--- src/rtl/rps_pkg.sv ---
// package for the reset and pin-state controller
// assumes a single reference clock domain; no software-visible registers
package rps_pkg;
  // power-on reset stretch, in reference clock cycles
  localparam int unsigned POR_CYCLES      = 16;
  localparam int unsigned POR_CNT_W       = 5;
  // host must wait this many reference clocks before its first serial command
  localparam int unsigned HOST_WAIT_CYC   = 100;
  localparam int unsigned WAIT_CNT_W      = 7;
  // soft reset pulse length, in reference clock cycles
  localparam int unsigned SOFT_RST_CYCLES = 8;
  localparam int unsigned SOFT_CNT_W      = 4;
  // boot strap value meaning auto-configure
  localparam logic        BOOT_AUTO       = 1'b1;

  // sequencer states, one-hot
  typedef enum logic [4:0] {
    RPS_ST_POR     = 5'h01,
    RPS_ST_RESET   = 5'h02,
    RPS_ST_STRAP   = 5'h04,
    RPS_ST_RUN     = 5'h08,
    RPS_ST_STANDBY = 5'h10
  } rps_state_t;
endpackage : rps_pkg

--- src/rtl/rps_reset_ctrl.sv ---
// reset sources and pin-state control: power-on, hard pin and soft reset
// assumes i_sys_clk is the reference clock and i_srst is the power-on indication
// Notes on behaviour
// - internal reset generated automatically at power-up
// - hard reset pin low resets, release restarts
// - host soft reset over serial bus accepted in run only, ignored in standby
// - serial data line never driven high
// - boot data input pull-up always enabled
// - outputs high impedance while hard reset held
// - soft reset starts on control register write in run; ignored in standby
// - boot input sampled after reset selects config when no boot memory is fitted; fitted forces host config
// - standby input high requests hard standby
`timescale 1ns/10ps
`default_nettype none
module rps_reset_ctrl
  import rps_pkg::*;
(
  input  wire logic i_sys_clk,          // reference clock, 25 MHz
  input  wire logic i_srst,             // power-on reset, sync, active high
  input  wire logic i_hard_reset_n,     // external hard reset pin, active low
  input  wire logic i_standby,          // standby pin, high requests hard standby
  input  wire logic i_boot_memory_data_in, // boot memory data pin
  input  wire logic i_boot_mem_fitted,  // boot memory present, same-domain strap
  input  wire logic i_soft_reset_wr,    // one-cycle decoded write of soft reset control
  input  wire logic i_sda_pull_low,     // serial engine wants data line low
  output logic      o_host_serial_data_line_out, // data line drive value, always 0
  output logic      o_host_serial_data_line_oe,  // high while pulling line low
  output logic      o_boot_pullup_en,   // boot input pull-up enable
  output logic      o_core_reset,       // reset to the rest of the device
  output logic      o_outputs_hiz,      // all device outputs to high impedance
  output logic      o_standby,          // hard standby active
  output logic      o_auto_config,      // strap result: 1 auto-config, 0 host config
  output logic      o_host_ready        // serial commands may be accepted
);
  import rps_pkg::*;

  //////////////////////////////////////////////////////////////////////////////
  // state record
  typedef struct packed {
    logic                  rst_m;   // synchroniser stage 1, reset pin
    logic                  rst_s;   // synchroniser stage 2, reset pin
    logic                  stb_m;   // synchroniser stage 1, standby
    logic                  stb_s;   // synchroniser stage 2, standby
    logic                  boot_m;  // synchroniser stage 1, boot input
    logic                  boot_s;  // synchroniser stage 2, boot input
    rps_state_t            st;      // sequencer state
    logic [POR_CNT_W-1:0]  por_cnt; // power-on stretch count
    logic [SOFT_CNT_W-1:0] soft_cnt;// soft reset count
    logic [WAIT_CNT_W-1:0] wait_cnt;// cycles since restart
    logic                  sda_oe;  // data line pull-down
    logic                  core_rst;
    logic                  hiz;
    logic                  stby;
    logic                  auto_cfg;
    logic                  ready;
  } rps_reg_t;

  rps_reg_t s_r;   // registered state
  rps_reg_t s_nxt; // next state

  //////////////////////////////////////////////////////////////////////////////
  // next-state logic
  always_comb
  begin
    s_nxt        = s_r;
    // pin inputs pass two flops before any use
    s_nxt.rst_m  = i_hard_reset_n;
    s_nxt.rst_s  = s_r.rst_m;
    s_nxt.stb_m  = i_standby;
    s_nxt.stb_s  = s_r.stb_m;
    s_nxt.boot_m = i_boot_memory_data_in;
    s_nxt.boot_s = s_r.boot_m;
    if (s_r.wait_cnt != WAIT_CNT_W'(HOST_WAIT_CYC))
    begin
      s_nxt.wait_cnt = s_r.wait_cnt + WAIT_CNT_W'(1);
    end
    case (s_r.st)
      RPS_ST_POR:
      begin
        // stretch power-on reset without any external pulse
        s_nxt.core_rst = 1'b1;
        s_nxt.hiz      = 1'b1;
        s_nxt.por_cnt  = s_r.por_cnt + POR_CNT_W'(1);
        if (s_r.por_cnt == POR_CNT_W'(POR_CYCLES - 1))
        begin
          s_nxt.st = RPS_ST_RESET;
        end
      end
      RPS_ST_RESET:
      begin
        // held while pin low or soft count runs
        s_nxt.core_rst = 1'b1;
        s_nxt.hiz      = !s_r.rst_s;
        s_nxt.wait_cnt = '0;
        s_nxt.ready    = 1'b0;
        if (s_r.soft_cnt != '0)
        begin
          s_nxt.soft_cnt = s_r.soft_cnt - SOFT_CNT_W'(1);
        end
        else if (s_r.rst_s)
        begin
          s_nxt.st = RPS_ST_STRAP;
        end
      end
      RPS_ST_STRAP:
      begin
        // sample boot input once after reset
        s_nxt.core_rst = 1'b0;
        s_nxt.hiz      = 1'b0;
        s_nxt.auto_cfg = !i_boot_mem_fitted && (s_r.boot_s == BOOT_AUTO);
        s_nxt.st       = RPS_ST_RUN;
      end
      RPS_ST_RUN, RPS_ST_STANDBY:
      begin
        // standby follows the pin level
        s_nxt.stby  = s_r.stb_s;
        s_nxt.st    = s_r.stb_s ? RPS_ST_STANDBY : RPS_ST_RUN;
        // host gate opens after the mandated wait
        s_nxt.ready = (s_r.wait_cnt == WAIT_CNT_W'(HOST_WAIT_CYC));
        if (i_soft_reset_wr && (s_r.st == RPS_ST_RUN))
        begin
          // soft reset starts on the control write
          s_nxt.soft_cnt = SOFT_CNT_W'(SOFT_RST_CYCLES);
          s_nxt.core_rst = 1'b1;
          s_nxt.ready    = 1'b0;
          s_nxt.stby     = 1'b0;
          s_nxt.st       = RPS_ST_RESET;
        end
      end
      default:
      begin
        s_nxt.st = RPS_ST_POR;
      end
    endcase
    // hard reset pin overrides everything but power-on
    if (!s_r.rst_s && (s_r.st != RPS_ST_POR))
    begin
      s_nxt.st       = RPS_ST_RESET;
      s_nxt.core_rst = 1'b1;
      s_nxt.hiz      = 1'b1;
      s_nxt.stby     = 1'b0;
      s_nxt.ready    = 1'b0;
      s_nxt.sda_oe   = 1'b0;
    end
    // only ever pulls low, and only while the next state is run; keying on the
    // next state keeps the pull from outliving run by one cycle
    s_nxt.sda_oe = (s_nxt.st == RPS_ST_RUN) && i_sda_pull_low;
  end

  //////////////////////////////////////////////////////////////////////////////
  // state register; power-on reset loads constants only
  always_ff @(posedge i_sys_clk)
  begin
    if (i_srst)
    begin
      s_r          <= '0;
      s_r.st       <= RPS_ST_POR;
      s_r.core_rst <= 1'b1;
      s_r.hiz      <= 1'b1;
    end
    else
    begin
      s_r <= s_nxt;
    end
  end

  //////////////////////////////////////////////////////////////////////////////
  // outputs straight from flops; data line value and boot pull-up enable tied constant
  assign o_host_serial_data_line_out = 1'b0;
  assign o_host_serial_data_line_oe  = s_r.sda_oe;
  assign o_boot_pullup_en = 1'b1;
  assign o_core_reset     = s_r.core_rst;
  assign o_outputs_hiz    = s_r.hiz;
  assign o_standby        = s_r.stby;
  assign o_auto_config    = s_r.auto_cfg;
  assign o_host_ready     = s_r.ready;

  //////////////////////////////////////////////////////////////////////////////
  // checks
  AST_SDA_LOW_ONLY: assert property (@(posedge i_sys_clk) disable iff (i_srst)
    s_r.sda_oe |-> (s_r.st == RPS_ST_RUN))
    else $error("data line driven outside run");
  AST_POR_RESET: assert property (@(posedge i_sys_clk) disable iff (i_srst)
    (s_r.st == RPS_ST_POR) |-> o_core_reset)
    else $error("core reset low during power-on");
  AST_HARD_HIZ: assert property (@(posedge i_sys_clk) disable iff (i_srst)
    (!s_r.rst_s && s_r.st != RPS_ST_POR) |=> o_outputs_hiz && o_core_reset)
    else $error("outputs not hiz in hard reset");
  AST_HARD_RELEASE: assert property (@(posedge i_sys_clk) disable iff (i_srst)
    (s_r.st == RPS_ST_RESET && s_r.rst_s && s_r.soft_cnt == '0) |=> ##1 !o_core_reset)
    else $error("no restart after reset release");
  AST_SOFT_START: assert property (@(posedge i_sys_clk) disable iff (i_srst)
    (i_soft_reset_wr && s_r.st == RPS_ST_RUN && s_r.rst_s) |=> o_core_reset [*8])
    else $error("soft reset too short");
  AST_STANDBY: assert property (@(posedge i_sys_clk) disable iff (i_srst)
    (s_r.st == RPS_ST_RUN && s_r.stb_s && s_r.rst_s && !i_soft_reset_wr) |=> o_standby)
    else $error("standby not entered");
  // a control write that lands in standby must leave the core running
  AST_STBY_REFUSE: assert property (@(posedge i_sys_clk) disable iff (i_srst)
    (s_r.st == RPS_ST_STANDBY && s_r.stb_s && s_r.rst_s) |=> !o_core_reset)
    else $error("core reset raised in standby");
  // outputs are released before run is reached
  AST_HIZ_RUN: assert property (@(posedge i_sys_clk) disable iff (i_srst)
    (s_r.st == RPS_ST_RUN) |-> !o_outputs_hiz)
    else $error("outputs hiz while running");
  AST_READY_WAIT: assert property (@(posedge i_sys_clk) disable iff (i_srst)
    o_host_ready |-> (s_r.wait_cnt == WAIT_CNT_W'(HOST_WAIT_CYC)))
    else $error("host ready before wait");
  AST_STRAP: assert property (@(posedge i_sys_clk) disable iff (i_srst)
    (s_r.st == RPS_ST_STRAP && !i_boot_mem_fitted) |=> (o_auto_config == $past(s_r.boot_s)))
    else $error("strap sampled wrong");
  AST_PULLUP: assert property (@(posedge i_sys_clk) o_boot_pullup_en)
    else $error("pull-up disabled");
  COV_SOFT: cover property (@(posedge i_sys_clk) disable iff (i_srst)
    i_soft_reset_wr && s_r.st == RPS_ST_RUN);
  COV_HARD: cover property (@(posedge i_sys_clk) disable iff (i_srst)
    s_r.st == RPS_ST_RUN ##1 !s_r.rst_s);
  COV_STBY: cover property (@(posedge i_sys_clk) disable iff (i_srst)
    s_r.st == RPS_ST_STANDBY);
  COV_READY: cover property (@(posedge i_sys_clk) disable iff (i_srst) $rose(o_host_ready));
endmodule : rps_reset_ctrl
`default_nettype wire

--- config.mk ---
export PLATFORM = sky130hd
export DESIGN_NAME = rps_reset_ctrl
export DESIGN_NICKNAME = d
export VERILOG_FILES = /design/src/rtl/rps_pkg.sv /design/src/rtl/rps_reset_ctrl.sv
export SDC_FILE = /design/constraint.sdc
export NUM_CORES = 1
export LEC_CHECK = 0
export BUFFER_PORTS_ARGS = -buffer_cell sky130_fd_sc_hd__buf_2
export CAP_MARGIN = 30
export CORE_MARGIN = 2
export CORE_UTILIZATION = 51
export CTS_BUF_LIST = sky130_fd_sc_hd__clkbuf_4
export DETAILED_ROUTE_END_ITERATION = 8
export PLACE_DENSITY = 0.73
export RECOVER_POWER = 50
export SYNTH_ARGS = -nofsm -noshare
export SYNTH_HDL_FRONTEND = slang
export SYNTH_SLANG_ARGS = --single-unit
--- constraint.sdc ---
create_clock -name i_sys_clk -period 1.53 [get_ports i_sys_clk]
set_clock_uncertainty 0.05 [all_clocks]
set_input_delay 0.0765 -clock i_sys_clk [delete_from_list [all_inputs] [get_ports i_sys_clk]]
set_output_delay 0.0765 -clock i_sys_clk [all_outputs]
set_load 0.005 [all_outputs]
Yosys cells after proc, flatten, opt, wreduce, memory -nomap -nowiden
Cells that the tools add are included.
{ "op_classes": {"add_sub_neg": 3, "eq_ne": 12, "muxes": 16, "reduce_logical": 16} }
{ "op_table": {"columns": ["op", "count"], "rows": [
  ["2-to-1 mux 5 bit", 6],
  ["one-hot mux 5 bit (4 select lines)", 1],
  ["== test 5 x 4 -> 1 bit (second input constant)", 3],
  ["2-to-1 mux 4 bit", 2],
  ["one-hot mux 4 bit (2 select lines)", 1],
  ["OR reduction 2 bit", 4],
  ["adder 7 x 1 -> 7 bit (second input constant)", 1],
  ["== test 7 bit (second input constant)", 1],
  ["inequality test 7 bit (second input constant)", 1],
  ["one-hot mux 1 bit (3 select lines)", 2],
  ["nonzero test 3 bit", 2],
  ["adder 5 x 1 -> 5 bit (second input constant)", 1],
  ["== test 5 x 1 -> 1 bit (second input constant)", 1],
  ["== test 5 x 2 -> 1 bit (second input constant)", 1],
  ["== test 5 x 3 -> 1 bit (second input constant)", 1],
  ["== test 5 bit (second input constant)", 1],
  ["inequality test 5 x 1 -> 1 bit (second input constant)", 1],
  ["logical AND 1 bit", 4],
  ["inequality test 2 bit (second input constant)", 2],
  ["nonzero test 4 bit", 1],
  ["subtractor 4 x 1 -> 4 bit (second input constant)", 1],
  ["2-to-1 mux 1 bit", 3],
  ["AND reduction 3 bit", 1],
  ["zero test 1 bit", 2],
  ["3 further kinds", 3]
]} }
{ "totals": {"reg_bits": 33, "inputBits": 8, "out_inout_bits": 8, "elab_cells": 63} }

Logic depth before layout (Yosys ltp)
Gate-level depths: netlist of the first run.
{ "logic_depth": {"depth_word": 7, "mapped_depth": 6, "depth_no_buf": 6} }

Worst setup path before layout of the first run
No wires, ideal clock.
{ "synth_path": {"path_type": "register -> register", "from": "reg s_r[26] (netlist name)", "to": "reg s_r (netlist bit o_core_reset)", "setup_time_ns": 0.136, "arrival_time_ns": 1.341, "setup_slack_ns": 0.003, "stages_incl_launch_ff": 5, "path_buffers": 0, "cell_sequence": "dfxtp_1 or2_4 nor4b_2 o221a_2 o31ai_1"} }
{ "synth_via": {"elab_chain_len": 4} }
{ "synth_lines": {"columns": ["element", "line", "rtl"], "rows": [
  ["from (decl)", "rps_reset_ctrl.sv:58", "rps_reg_t s_r;"],
  ["from (signal assigned)", "rps_reset_ctrl.sv:163", "s_r <= s_nxt;"],
  ["== test 5 x 4 -> 1 bit (tied with other cells)", "rps_reset_ctrl.sv:77, rps_reset_ctrl.sv:120", null],
  ["OR reduction 2 bit (tied with other cells)", "rps_reset_ctrl.sv:77", "case (s_r.st)"],
  ["inequality test 2 bit (no line) or nonzero test 3 bit (tied branches)", null, null],
  ["AND reduction 2 bit (no line)", null, null]
]} }
Parallel ways exist; a longest one is shown, timed or not.
A chain may end at the register's enable or synchronous reset.

Worst setup path after layout of the first run
{ "layout_path": {"from": "reg s_r[14] (netlist name)", "to": "reg s_r[15] (netlist name)"} }
{ "layout_via": {"elab_chain_len": 3} }
{ "layout_lines": {"columns": ["element", "line"], "rows": [
  ["subtractor 4 x 1 -> 4 bit or nonzero test 4 bit (tied branches)", "rps_reset_ctrl.sv:98, rps_reset_ctrl.sv:96"],
  ["2-to-1 mux 4 bit or inequality test 2 bit (tied branches)", null],
  ["one-hot mux 4 bit (2 select lines) or AND reduction 3 bit (tied branches)", null]
]} }
Parallel ways exist; a longest one is shown, timed or not. The select of a mux whose other input is x is not followed.

==> results.sh, run 1 <==
export IMPL_outcome="finished, final reports clean"
export IMPL_fillCellCount=247
export IMPL_total_power_mw=2.41
export IMPL_chipWidth_um=59.3
export IMPL_seqCellArea_um2=668
export IMPL_h_tree_depth=2
export IMPL_worstPathRequired_ns=1.76
export IMPL_cp_start_kind="flip-flop"
export IMPL_endpoint_kind="flip-flop"
export IMPL_dr_wl_met3_um=116
export IMPL_start_util_pct=52.4
export IMPL_synth_edff_count=0
export IMPL_min_delay_start="i_srst"
export IMPL_async_reset_ff_share_pct=0
export IMPL_cts_setup_buffers=0
export IMPL_netlist_top_cells_area="dfxtp_1 (42%), ha_1 (4.0%), nand3_1 (3.5%), nor2b_1 (3.2%), nor2_1 (3.1%)"
export IMPL_rsz0062_at_grt="yes"
export IMPL_peakVddDrop_mv=0.716
export IMPL_setup_viol=0
export IMPL_p_leak_nw=0.785
export IMPL_finalSetupTns_ns=0
export IMPL_area_growth_pct=22.6
export IMPL_antenna_cells=0
export IMPL_r2r_start="s_r[14]"
export IMPL_fp_dieH_um=59.3
export IMPL_powerDensity_nw_per_um2=1260
export IMPL_ys_ff_latch=33
export IMPL_worstPathArrival_ns=1.74
export IMPL_grt_max_degree=20
export IMPL_hold_depth=2
export IMPL_max_freq_ghz=0.660
export IMPL_grtUsageTotal_pct=22.2
export IMPL_layout_drive_gt1_share_pct=28.8
export IMPL_whs_endpoint="s_r[20]"
export IMPL_synth_avg_cell_area_um2=9.13
export IMPL_hold_violations=0
export IMPL_grt_pass1_wl_mm=5.74
export IMPL_drtIter0Drc=65
export IMPL_antenna_found_initial=0
export IMPL_core_um2=2980
export IMPL_synth_largest_area_cell="dfxtp_1"
export IMPL_drt_pass1_iterations=4
export IMPL_clockBufferDepth=2
export IMPL_reg2regPathDepth=6
export IMPL_num_io_pins=16
export IMPL_post_route_min_period_ns=1.52
export IMPL_dr_total_vias=1344
export IMPL_gr_total_overflow=0
export IMPL_syn_nets=184
export IMPL_max_stage_delay_ns=0.42
export IMPL_clkTransAtPathRegs_ns=0.10
export IMPL_worstPathMaxFanout=3
export IMPL_multi_input_area_um2=870
export IMPL_clk_latency_ns=0.33
export IMPL_cts_root_buf="clkbuf_4"
export IMPL_synth_seq_area_share_pct=42.3
export IMPL_io_buffers=13
export IMPL_wl_per_cell_um=14.5
export IMPL_dp_hpwl_mm=2.64
export IMPL_die_area_um2=3520
export IMPL_highest_layer="met4"
export IMPL_crit_slowest_cell="or4_4"
export IMPL_r2r_end="s_r[15]"
export IMPL_synth_most_common_cell="dfxtp_1"
export IMPL_wirelength_met1_mm=1.42
export IMPL_drc=0
export IMPL_path_cells="inv_2 > ha_4 > nor3b_2 > and3_1 > or4_4 > a21oi_2"
export IMPL_dr_wl_met2_mm=1.86
export IMPL_yosys_warnings=0
export IMPL_syn_inst=171
export IMPL_maxCapViolCount=0
export IMPL_grt_pass1_vias=1314
export IMPL_detail_route_antenna_nets=0
export IMPL_final_max_slew_violation_count=0
export IMPL_synth_top_cell_area_share_pct=42.3
export IMPL_min_path_type="in -> reg"
export IMPL_wirelength_mm=3.50
export IMPL_syn_area_um2=1560
export IMPL_cts_sinks=33
export IMPL_layout_nets=220
export IMPL_critPathKind="reg -> reg"
export IMPL_synth_distinct_cells=50
export IMPL_cts_buffers=5
export IMPL_fp_row_count=20
export IMPL_synthTopCellsByCount="dfxtp_1 (33), nor2_1 (13), nand2_1 (11), nand3_1 (11)"
export IMPL_place_congestion=0.866
export IMPL_vias_per_cell=5.58
export IMPL_yosys_most_used_dff="dfxtp_1"
export IMPL_ff2ff_setup_slack_ns=0.01
export IMPL_worst_hold_slack_ns=0.0813
export IMPL_final_period_utilization_pct=99.0
export IMPL_cts_tree="yes"
[per-stage QoR]
| stage | cell area (um2) | util, % | instances | setup WS, ns |
|---|---|---|---|---|
| after floorplan | 1560 | - | 171 | 0.00308 |
| after global placement | 1770 | 59.5 | 228 | 0.0200 |
| after detailed placement | 1770 | 59.5 | 228 | -0.0252 |
| after CTS | 1880 | 63.1 | 241 | 0.00585 |
| after global routing | 1910 | 64.3 | 241 | -0.0705 |
| final | 1910 | 64.3 | 241 | 0.0149 |
[report_power, final]
group          internal [mW]  total (mW)  switching (mW)
logic                  0.431       0.899           0.468
registers              0.967        1.07          0.0992
clock network          0.166       0.444           0.278
[sequential cells by signal, summed over array words and instances, names as in the netlist]
register                    count
o_auto_config                   1
o_core_reset                    1
o_host_ready                    1
o_host_serial_data_line_oe      1
o_outputs_hiz                   1
o_standby                       1
s_nxt                           3
s_r                            24
[repair_timing]
item | in CTS | in global routing
endpoints found under the hold margin | 5 | 0
pin swaps | 2 | 3
hold buffers | 5 | 0
resized for setup | 4 | 12
endpoints found under the setup margin | 4 | 11
[area by class of cell]
| type | instances | share of cell area (%) |
|---|---|---|
| sequential | 33 | 34.9 |
| clock buffer | 5 | 1.96 |
| timing repair buffer | 35 | 13.1 |
| clock inverter | 3 | 0.654 |
| multi-input combinational | 123 | 45.4 |
| inverter | 9 | 1.76 |
| tap | 33 | 2.16 |
[critical path: cells and delay by family (launching register included)]
| kind | cells | cell delay, ns |
|---|---|---|
| fa+ha+maj | 1 | 0.14 |
| simple gates | 3 | 0.73 |
| flops | 1 | 0.36 |
| buf+inv | 1 | 0.05 |
| compound gates | 1 | 0.14 |
[metal layers]
| metal | track usage, % | vias up |
|---|---|---|
| met5 | 0 | - |
| met4 | 11.0 | 0 |
| met3 | 6.55 | 11 |
| met2 | 39.6 | 27 |
| met1 | 23.6 | 635 |
| li1 | - | 671 |
[worst max-delay path by stage]
stage	to	slack (ns)	startpoint
after floorplan	o_core_reset	0.003	s_r[26]
after detailed placement	s_r[15]	-0.03	s_r[13]
final	s_r[15]	0.01	s_r[14]
after CTS	s_r[15]	0.006	s_r[22]
after global routing	s_r[15]	-0.07	s_r[23]
after global placement	s_r[15]	0.02	s_r[13]
[cell usage in the layout, fill, tap and decap left out, types with 4 or more instances in the layout]
master | Yosys | final
nand2_1 | 11 | 11
dlygate4sd3_1 | 0 | 5
buf_2 | 0 | 10
nand3_1 | 11 | 11
nor3_1 | 6 | 5
buf_4 | 4 | 16
inv_1 | 9 | 7
clkbuf_4 | 0 | 5
dfxtp_2 | 0 | 6
nor2_1 | 13 | 13
xor2_1 | 5 | 5
ha_1 | 5 | 4
xnor2_1 | 5 | 5
nor2b_1 | 8 | 8
dfxtp_1 | 33 | 27
a21oi_1 | 9 | 8
[cell families after synthesis]
| kind of cell | after synthesis | share of synthesized area [%] |
|---|---|---|
| other | 2 | 0.481 |
| and+or+nand+nor | 78 | 30.7 |
| muxes | 1 | 0.641 |
| xor gates and xnor gates | 10 | 5.61 |
| buffers and inverters | 15 | 4.57 |
| DFF | 33 | 42.3 |
| adders and majority gates | 5 | 4.01 |
| AOI/OAI and AO/OA | 27 | 11.7 |
No activity file was read; power rests on OpenSTA's default activity.
==> run 2: changes to the inputs <==
- PLACE_DENSITY: 0.73 -> 0.71
- clock period: 1.53 -> 1.7 ns (I/O delays scaled with it)
==> run 2 against run 1 <==
Register-to-register slack improved by 0.07 ns. Sequential cell count unchanged. Routed wire length decreased by 14%. Non-clock buffer count decreased by 13. First-iteration DRC count decreased by 45%. Largest cell class unchanged. Via count decreased by 5.1%. Clock power increased by 30%. Critical endpoint unchanged.
==> results.sh, run 2 (synthesized netlist as in run 1, its figures left out) <==
export IMPL_outcome="finished, final reports clean"
export IMPL_wirelength_mm=3.01
export IMPL_worst_hold_slack_ns=0.0774
export IMPL_min_path_type="in -> reg"
export IMPL_final_max_slew_violation_count=0
export IMPL_dp_hpwl_mm=2.19
export IMPL_dr_total_vias=1275
export IMPL_fin_util_pct=60.8
export IMPL_worstPathArrival_ns=1.84
export IMPL_layout_nets=207
export IMPL_fp_dieH_um=59.3
export IMPL_powerDensity_nw_per_um2=1210
export IMPL_core_um2=2980
export IMPL_power_share_combinational_pct=29.0
export IMPL_cts_setup_buffers=0
export IMPL_p_sw_mw=0.706
export IMPL_critPathKind="reg -> reg"
export IMPL_fp_row_count=20
export IMPL_hold_violations=0
export IMPL_detail_route_antenna_nets=0
export IMPL_antenna_cells=0
export IMPL_start_util_pct=52.4
export IMPL_h_tree_depth=2
export IMPL_rsz0062_at_grt="no"
export IMPL_largest_register_ff_count=24
export IMPL_antenna_found_initial=0
export IMPL_place_congestion=0.856
export IMPL_p_sw_share_pct=32.3
export IMPL_clockBufferDepth=2
export IMPL_grt_pass1_wl_mm=5.16
export IMPL_grt_max_degree=20
export IMPL_layout_commonest_cell="dfxtp_1"
export IMPL_drt_pass1_iterations=4
export IMPL_area_growth_pct=15.9
export IMPL_final_cell_mix="dfxtp_1 (29), nor2_1 (13), nand3_1 (11), nand2_1 (11)"
export IMPL_cp_start_kind="flip-flop"
export IMPL_top_register="s_r"
export IMPL_io_buffers=13
export IMPL_cts_buffers=5
export IMPL_chipWidth_um=59.3
export IMPL_sequentialPowerShare_pct=44.6
export IMPL_gr_total_overflow=0
export IMPL_worstPathMaxFanout=3
export IMPL_vias_per_cell=5.59
export IMPL_num_io_pins=16
export IMPL_grtUsageTotal_pct=19.4
export IMPL_cts_sinks=33
export IMPL_p_leak_nw=0.723
export IMPL_total_power_mw=2.18
export IMPL_hold_depth=2
export IMPL_grt_pass1_vias=1222
export IMPL_clkPwrFrac_pct=26.4
export IMPL_post_route_min_period_ns=1.62
export IMPL_clkTransAtPathRegs_ns=0.10
export IMPL_maxCapViolCount=0
export IMPL_reg2regPathDepth=6
export IMPL_worstPathRequired_ns=1.92
export IMPL_max_freq_ghz=0.618
export IMPL_die_area_um2=3520
export IMPL_drtIter0Drc=36
export IMPL_clk_latency_ns=0.32
export IMPL_setup_viol=0
export IMPL_internal_power_mw=1.48
export IMPL_final_period_utilization_pct=95.2
export IMPL_wl_per_cell_um=13.2
export IMPL_layout_drive_gt1_share_pct=19.5
export IMPL_finalSetupTns_ns=0
export IMPL_drc=0
export IMPL_peakVddDrop_mv=0.655
export IMPL_cts_tree="yes"
export IMPL_fillCellCount=257
export IMPL_cts_root_buf="clkbuf_4"
export IMPL_endpoint_kind="flip-flop"
## run 2: repair_timing
item | CTS | global route
hold buffers | 5 | 0
endpoints found under the hold margin | 5 | 0
pin swaps | 0 | 1
cloned | 0 | 0
endpoints found under the setup margin | 1 | 3
resized for setup | 1 | 7
## run 2: power by group through the flow
stage	sequential [mW]	clock, mW	combinational [mW]
2_1_floorplan	0.955	0	0.504
3_3_place_gp	0.969	0	0.582
3_5_place_dp	0.977	0	0.601
4_1_cts	0.960	0.584	0.617
5_1_grt	0.988	0.624	0.713
6_report	0.974	0.576	0.633
## run 2: routing by layer
layer  global-route usage (%)  vias up  share of wire (%)
li1                         -      638                  -
met2                     28.9       37                 47
met1                     26.5      593                 46
met4                     7.47        0                1.8
met3                     5.46        7                5.7
met5                        0        -                  0
## run 2: worst max-delay path: stages, from the launching register on
cell,delay (ns)
dfxtp_2,0.35
inv_1,0.05
ha_1,0.20
nor3b_2,0.17
and3_1,0.20
or4_1,0.40
a21oi_1,0.14
## run 2: path summary, 6_finish.rpt
kind	endpoint	slack, ns	startpoint
hold reg to reg	s_r[31]	0.40	s_nxt[31]
hold / removal	s_r[17]	0.08	i_srst
setup reg to reg	s_r[15]	0.08	s_r[13]
setup / recovery	s_r[15]	0.08	s_r[13]
## run 2: cell type report
cell class / instances / area, um2 / area share (%)
tap: 33 / 41.3 / 2.28
clock buffer: 6 / 45.0 / 2.49
sequential: 33 / 668 / 36.9
inverter: 9 / 33.8 / 1.87
timing repair buffer: 22 / 140 / 7.75
clock inverter: 2 / 33.8 / 1.87
multi-input combinational: 123 / 847 / 46.8
## run 2: metrics by stage
stage | cell area [um2] | cells | setup WS (ns)
after global routing | 1810 | 228 | 0.000256
after detailed placement | 1660 | 215 | 0.0256
after CTS | 1790 | 228 | 0.0613
final | 1810 | 228 | 0.0824
after global placement | 1660 | 215 | 0.115
after floorplan | 1560 | 171 | 0.173
==> run 3: changes to the inputs <==
- CORE_ASPECT_RATIO: unset -> 1.2
==> run 3 against run 2 <==
Register-to-register slack about the same. Sequential cell count is the same. Power fell by 9.2%. Die area is essentially flat. Sequential share of layout area up 0.44 points. Clock power is 34% lower. Combinational power is essentially flat. First-iteration DRC count rose by 2.8%. Critical path depth down 2. Cell area decreased by 1.7%. Critical endpoint is now o_core_reset.
==> results.sh, run 3 (synthesized netlist as in run 1, its figures left out) <==
export IMPL_outcome="finished, final reports clean"
export IMPL_core_um2=3000
export IMPL_cts_buffers=5
export IMPL_wirelength_mm=3.09
export IMPL_final_max_slew_violation_count=0
export IMPL_clkTransAtPathRegs_ns=0.10
export IMPL_fin_area_um2=1780
export IMPL_h_tree_depth=2
export IMPL_chipWidth_um=54.5
export IMPL_clockBufferDepth=2
export IMPL_cts_root_buf="clkbuf_4"
export IMPL_top_register="s_r"
export IMPL_grt_pass1_wl_mm=5.28
export IMPL_layout_commonest_cell="dfxtp_1"
export IMPL_antenna_cells=0
export IMPL_drc=0
export IMPL_hold_violations=0
export IMPL_die_area_um2=3520
export IMPL_wl_per_cell_um=13.4
export IMPL_antenna_found_initial=0
export IMPL_layout_nets=209
export IMPL_grt_pass1_vias=1218
export IMPL_clk_latency_ns=0.33
export IMPL_num_io_pins=16
export IMPL_detail_route_antenna_nets=0
export IMPL_io_buffers=13
export IMPL_fp_row_count=22
export IMPL_total_power_mw=1.98
export IMPL_post_route_min_period_ns=1.61
export IMPL_fp_dieH_um=64.6
export IMPL_dp_hpwl_mm=2.29
export IMPL_max_freq_ghz=0.620
export IMPL_rsz0062_at_grt="no"
export IMPL_ff2ff_setup_slack_ns=0.09
export IMPL_grt_max_degree=19
export IMPL_final_period_utilization_pct=94.9
export IMPL_start_util_pct=52.0
export IMPL_area_growth_pct=13.9
export IMPL_dpl_cell_area_um2=1680
export IMPL_setup_viol=0
export IMPL_peakVddDrop_mv=0.859
export IMPL_cts_sinks=33
export IMPL_cts_tree="yes"
export IMPL_powerDensity_nw_per_um2=1120
export IMPL_endpoint_kind="flip-flop"
export IMPL_finalSetupTns_ns=0
export IMPL_vias_per_cell=5.56
export IMPL_place_congestion=0.880
export IMPL_dr_total_vias=1285
export IMPL_drt_pass1_iterations=5
export IMPL_cp_start_kind="flip-flop"
export IMPL_worstPathMaxFanout=8
export IMPL_cts_setup_buffers=0
export IMPL_final_cell_mix="dfxtp_1 (30), nor2_1 (13), nand3_1 (11), nand2_1 (11), buf_2 (11)"
export IMPL_min_path_type="in -> reg"
export IMPL_gr_total_overflow=0
export IMPL_drtIter0Drc=37
export IMPL_fin_util_pct=59.3
export IMPL_critPathKind="reg -> reg"
export IMPL_grtUsageTotal_pct=20.7
export IMPL_worstPathRequired_ns=1.89
export IMPL_maxCapViolCount=0
export IMPL_layout_drive_gt1_share_pct=19.0
export IMPL_largest_register_ff_count=24
export IMPL_worstPathArrival_ns=1.80
export IMPL_p_leak_nw=0.713
## run 3: power by group
part	internal (mW)	switching (mW)
clock network	0.143	0.240
logic	0.284	0.346
registers	0.868	0.102
## run 3: layout make-up
cell class,instances,area (um2)
tap,36,45.0
sequential,33,664
fill,271,1220
timing repair buffer,24,154
clock buffer,5,37.5
multi-input combinational,123,838
clock inverter,1,5.00
inverter,9,33.8
## run 3: repair_timing
action                     CTS  global route
hold endpoints to repair     5             0
setup endpoints to repair    0             8
hold buffers                 5             0
resized for setup            0             4
## run 3: final timing paths
check	cells after the start	startpoint	endpoint
min	3	i_srst	o_outputs_hiz
min reg2reg	1	s_nxt[31]	s_r[31]
max reg2reg	4	s_r[24]	o_core_reset
max	4	s_r[24]	o_core_reset
## run 3: worst max-delay path: stages, from the launching register on
cell,delay [ns]
dfxtp_1,0.42
or3b_4,0.48
o22ai_2,0.20
nor3_2,0.10
o31ai_1,0.27
## run 3: through the flow
step,instances,hold slack (ns),setup WS [ns]
2_1_floorplan,171,0.163,0.173
3_3_place_gp,220,0.249,0.112
3_5_place_dp,220,0.252,0.0551
4_1_cts,231,0.0454,0.0250
5_1_grt,231,0.0401,0.0121
6_report,231,0.0431,0.0864
## run 3: layer usage
metal | track usage, % | share of wire [%] | vias up
li1 | - | - | 643
met5 | 0 | 0 | -
met3 | 5.99 | 3.3 | 10
met4 | 11.9 | 3.1 | 0
met2 | 32.7 | 51 | 23
met1 | 24.0 | 42 | 609
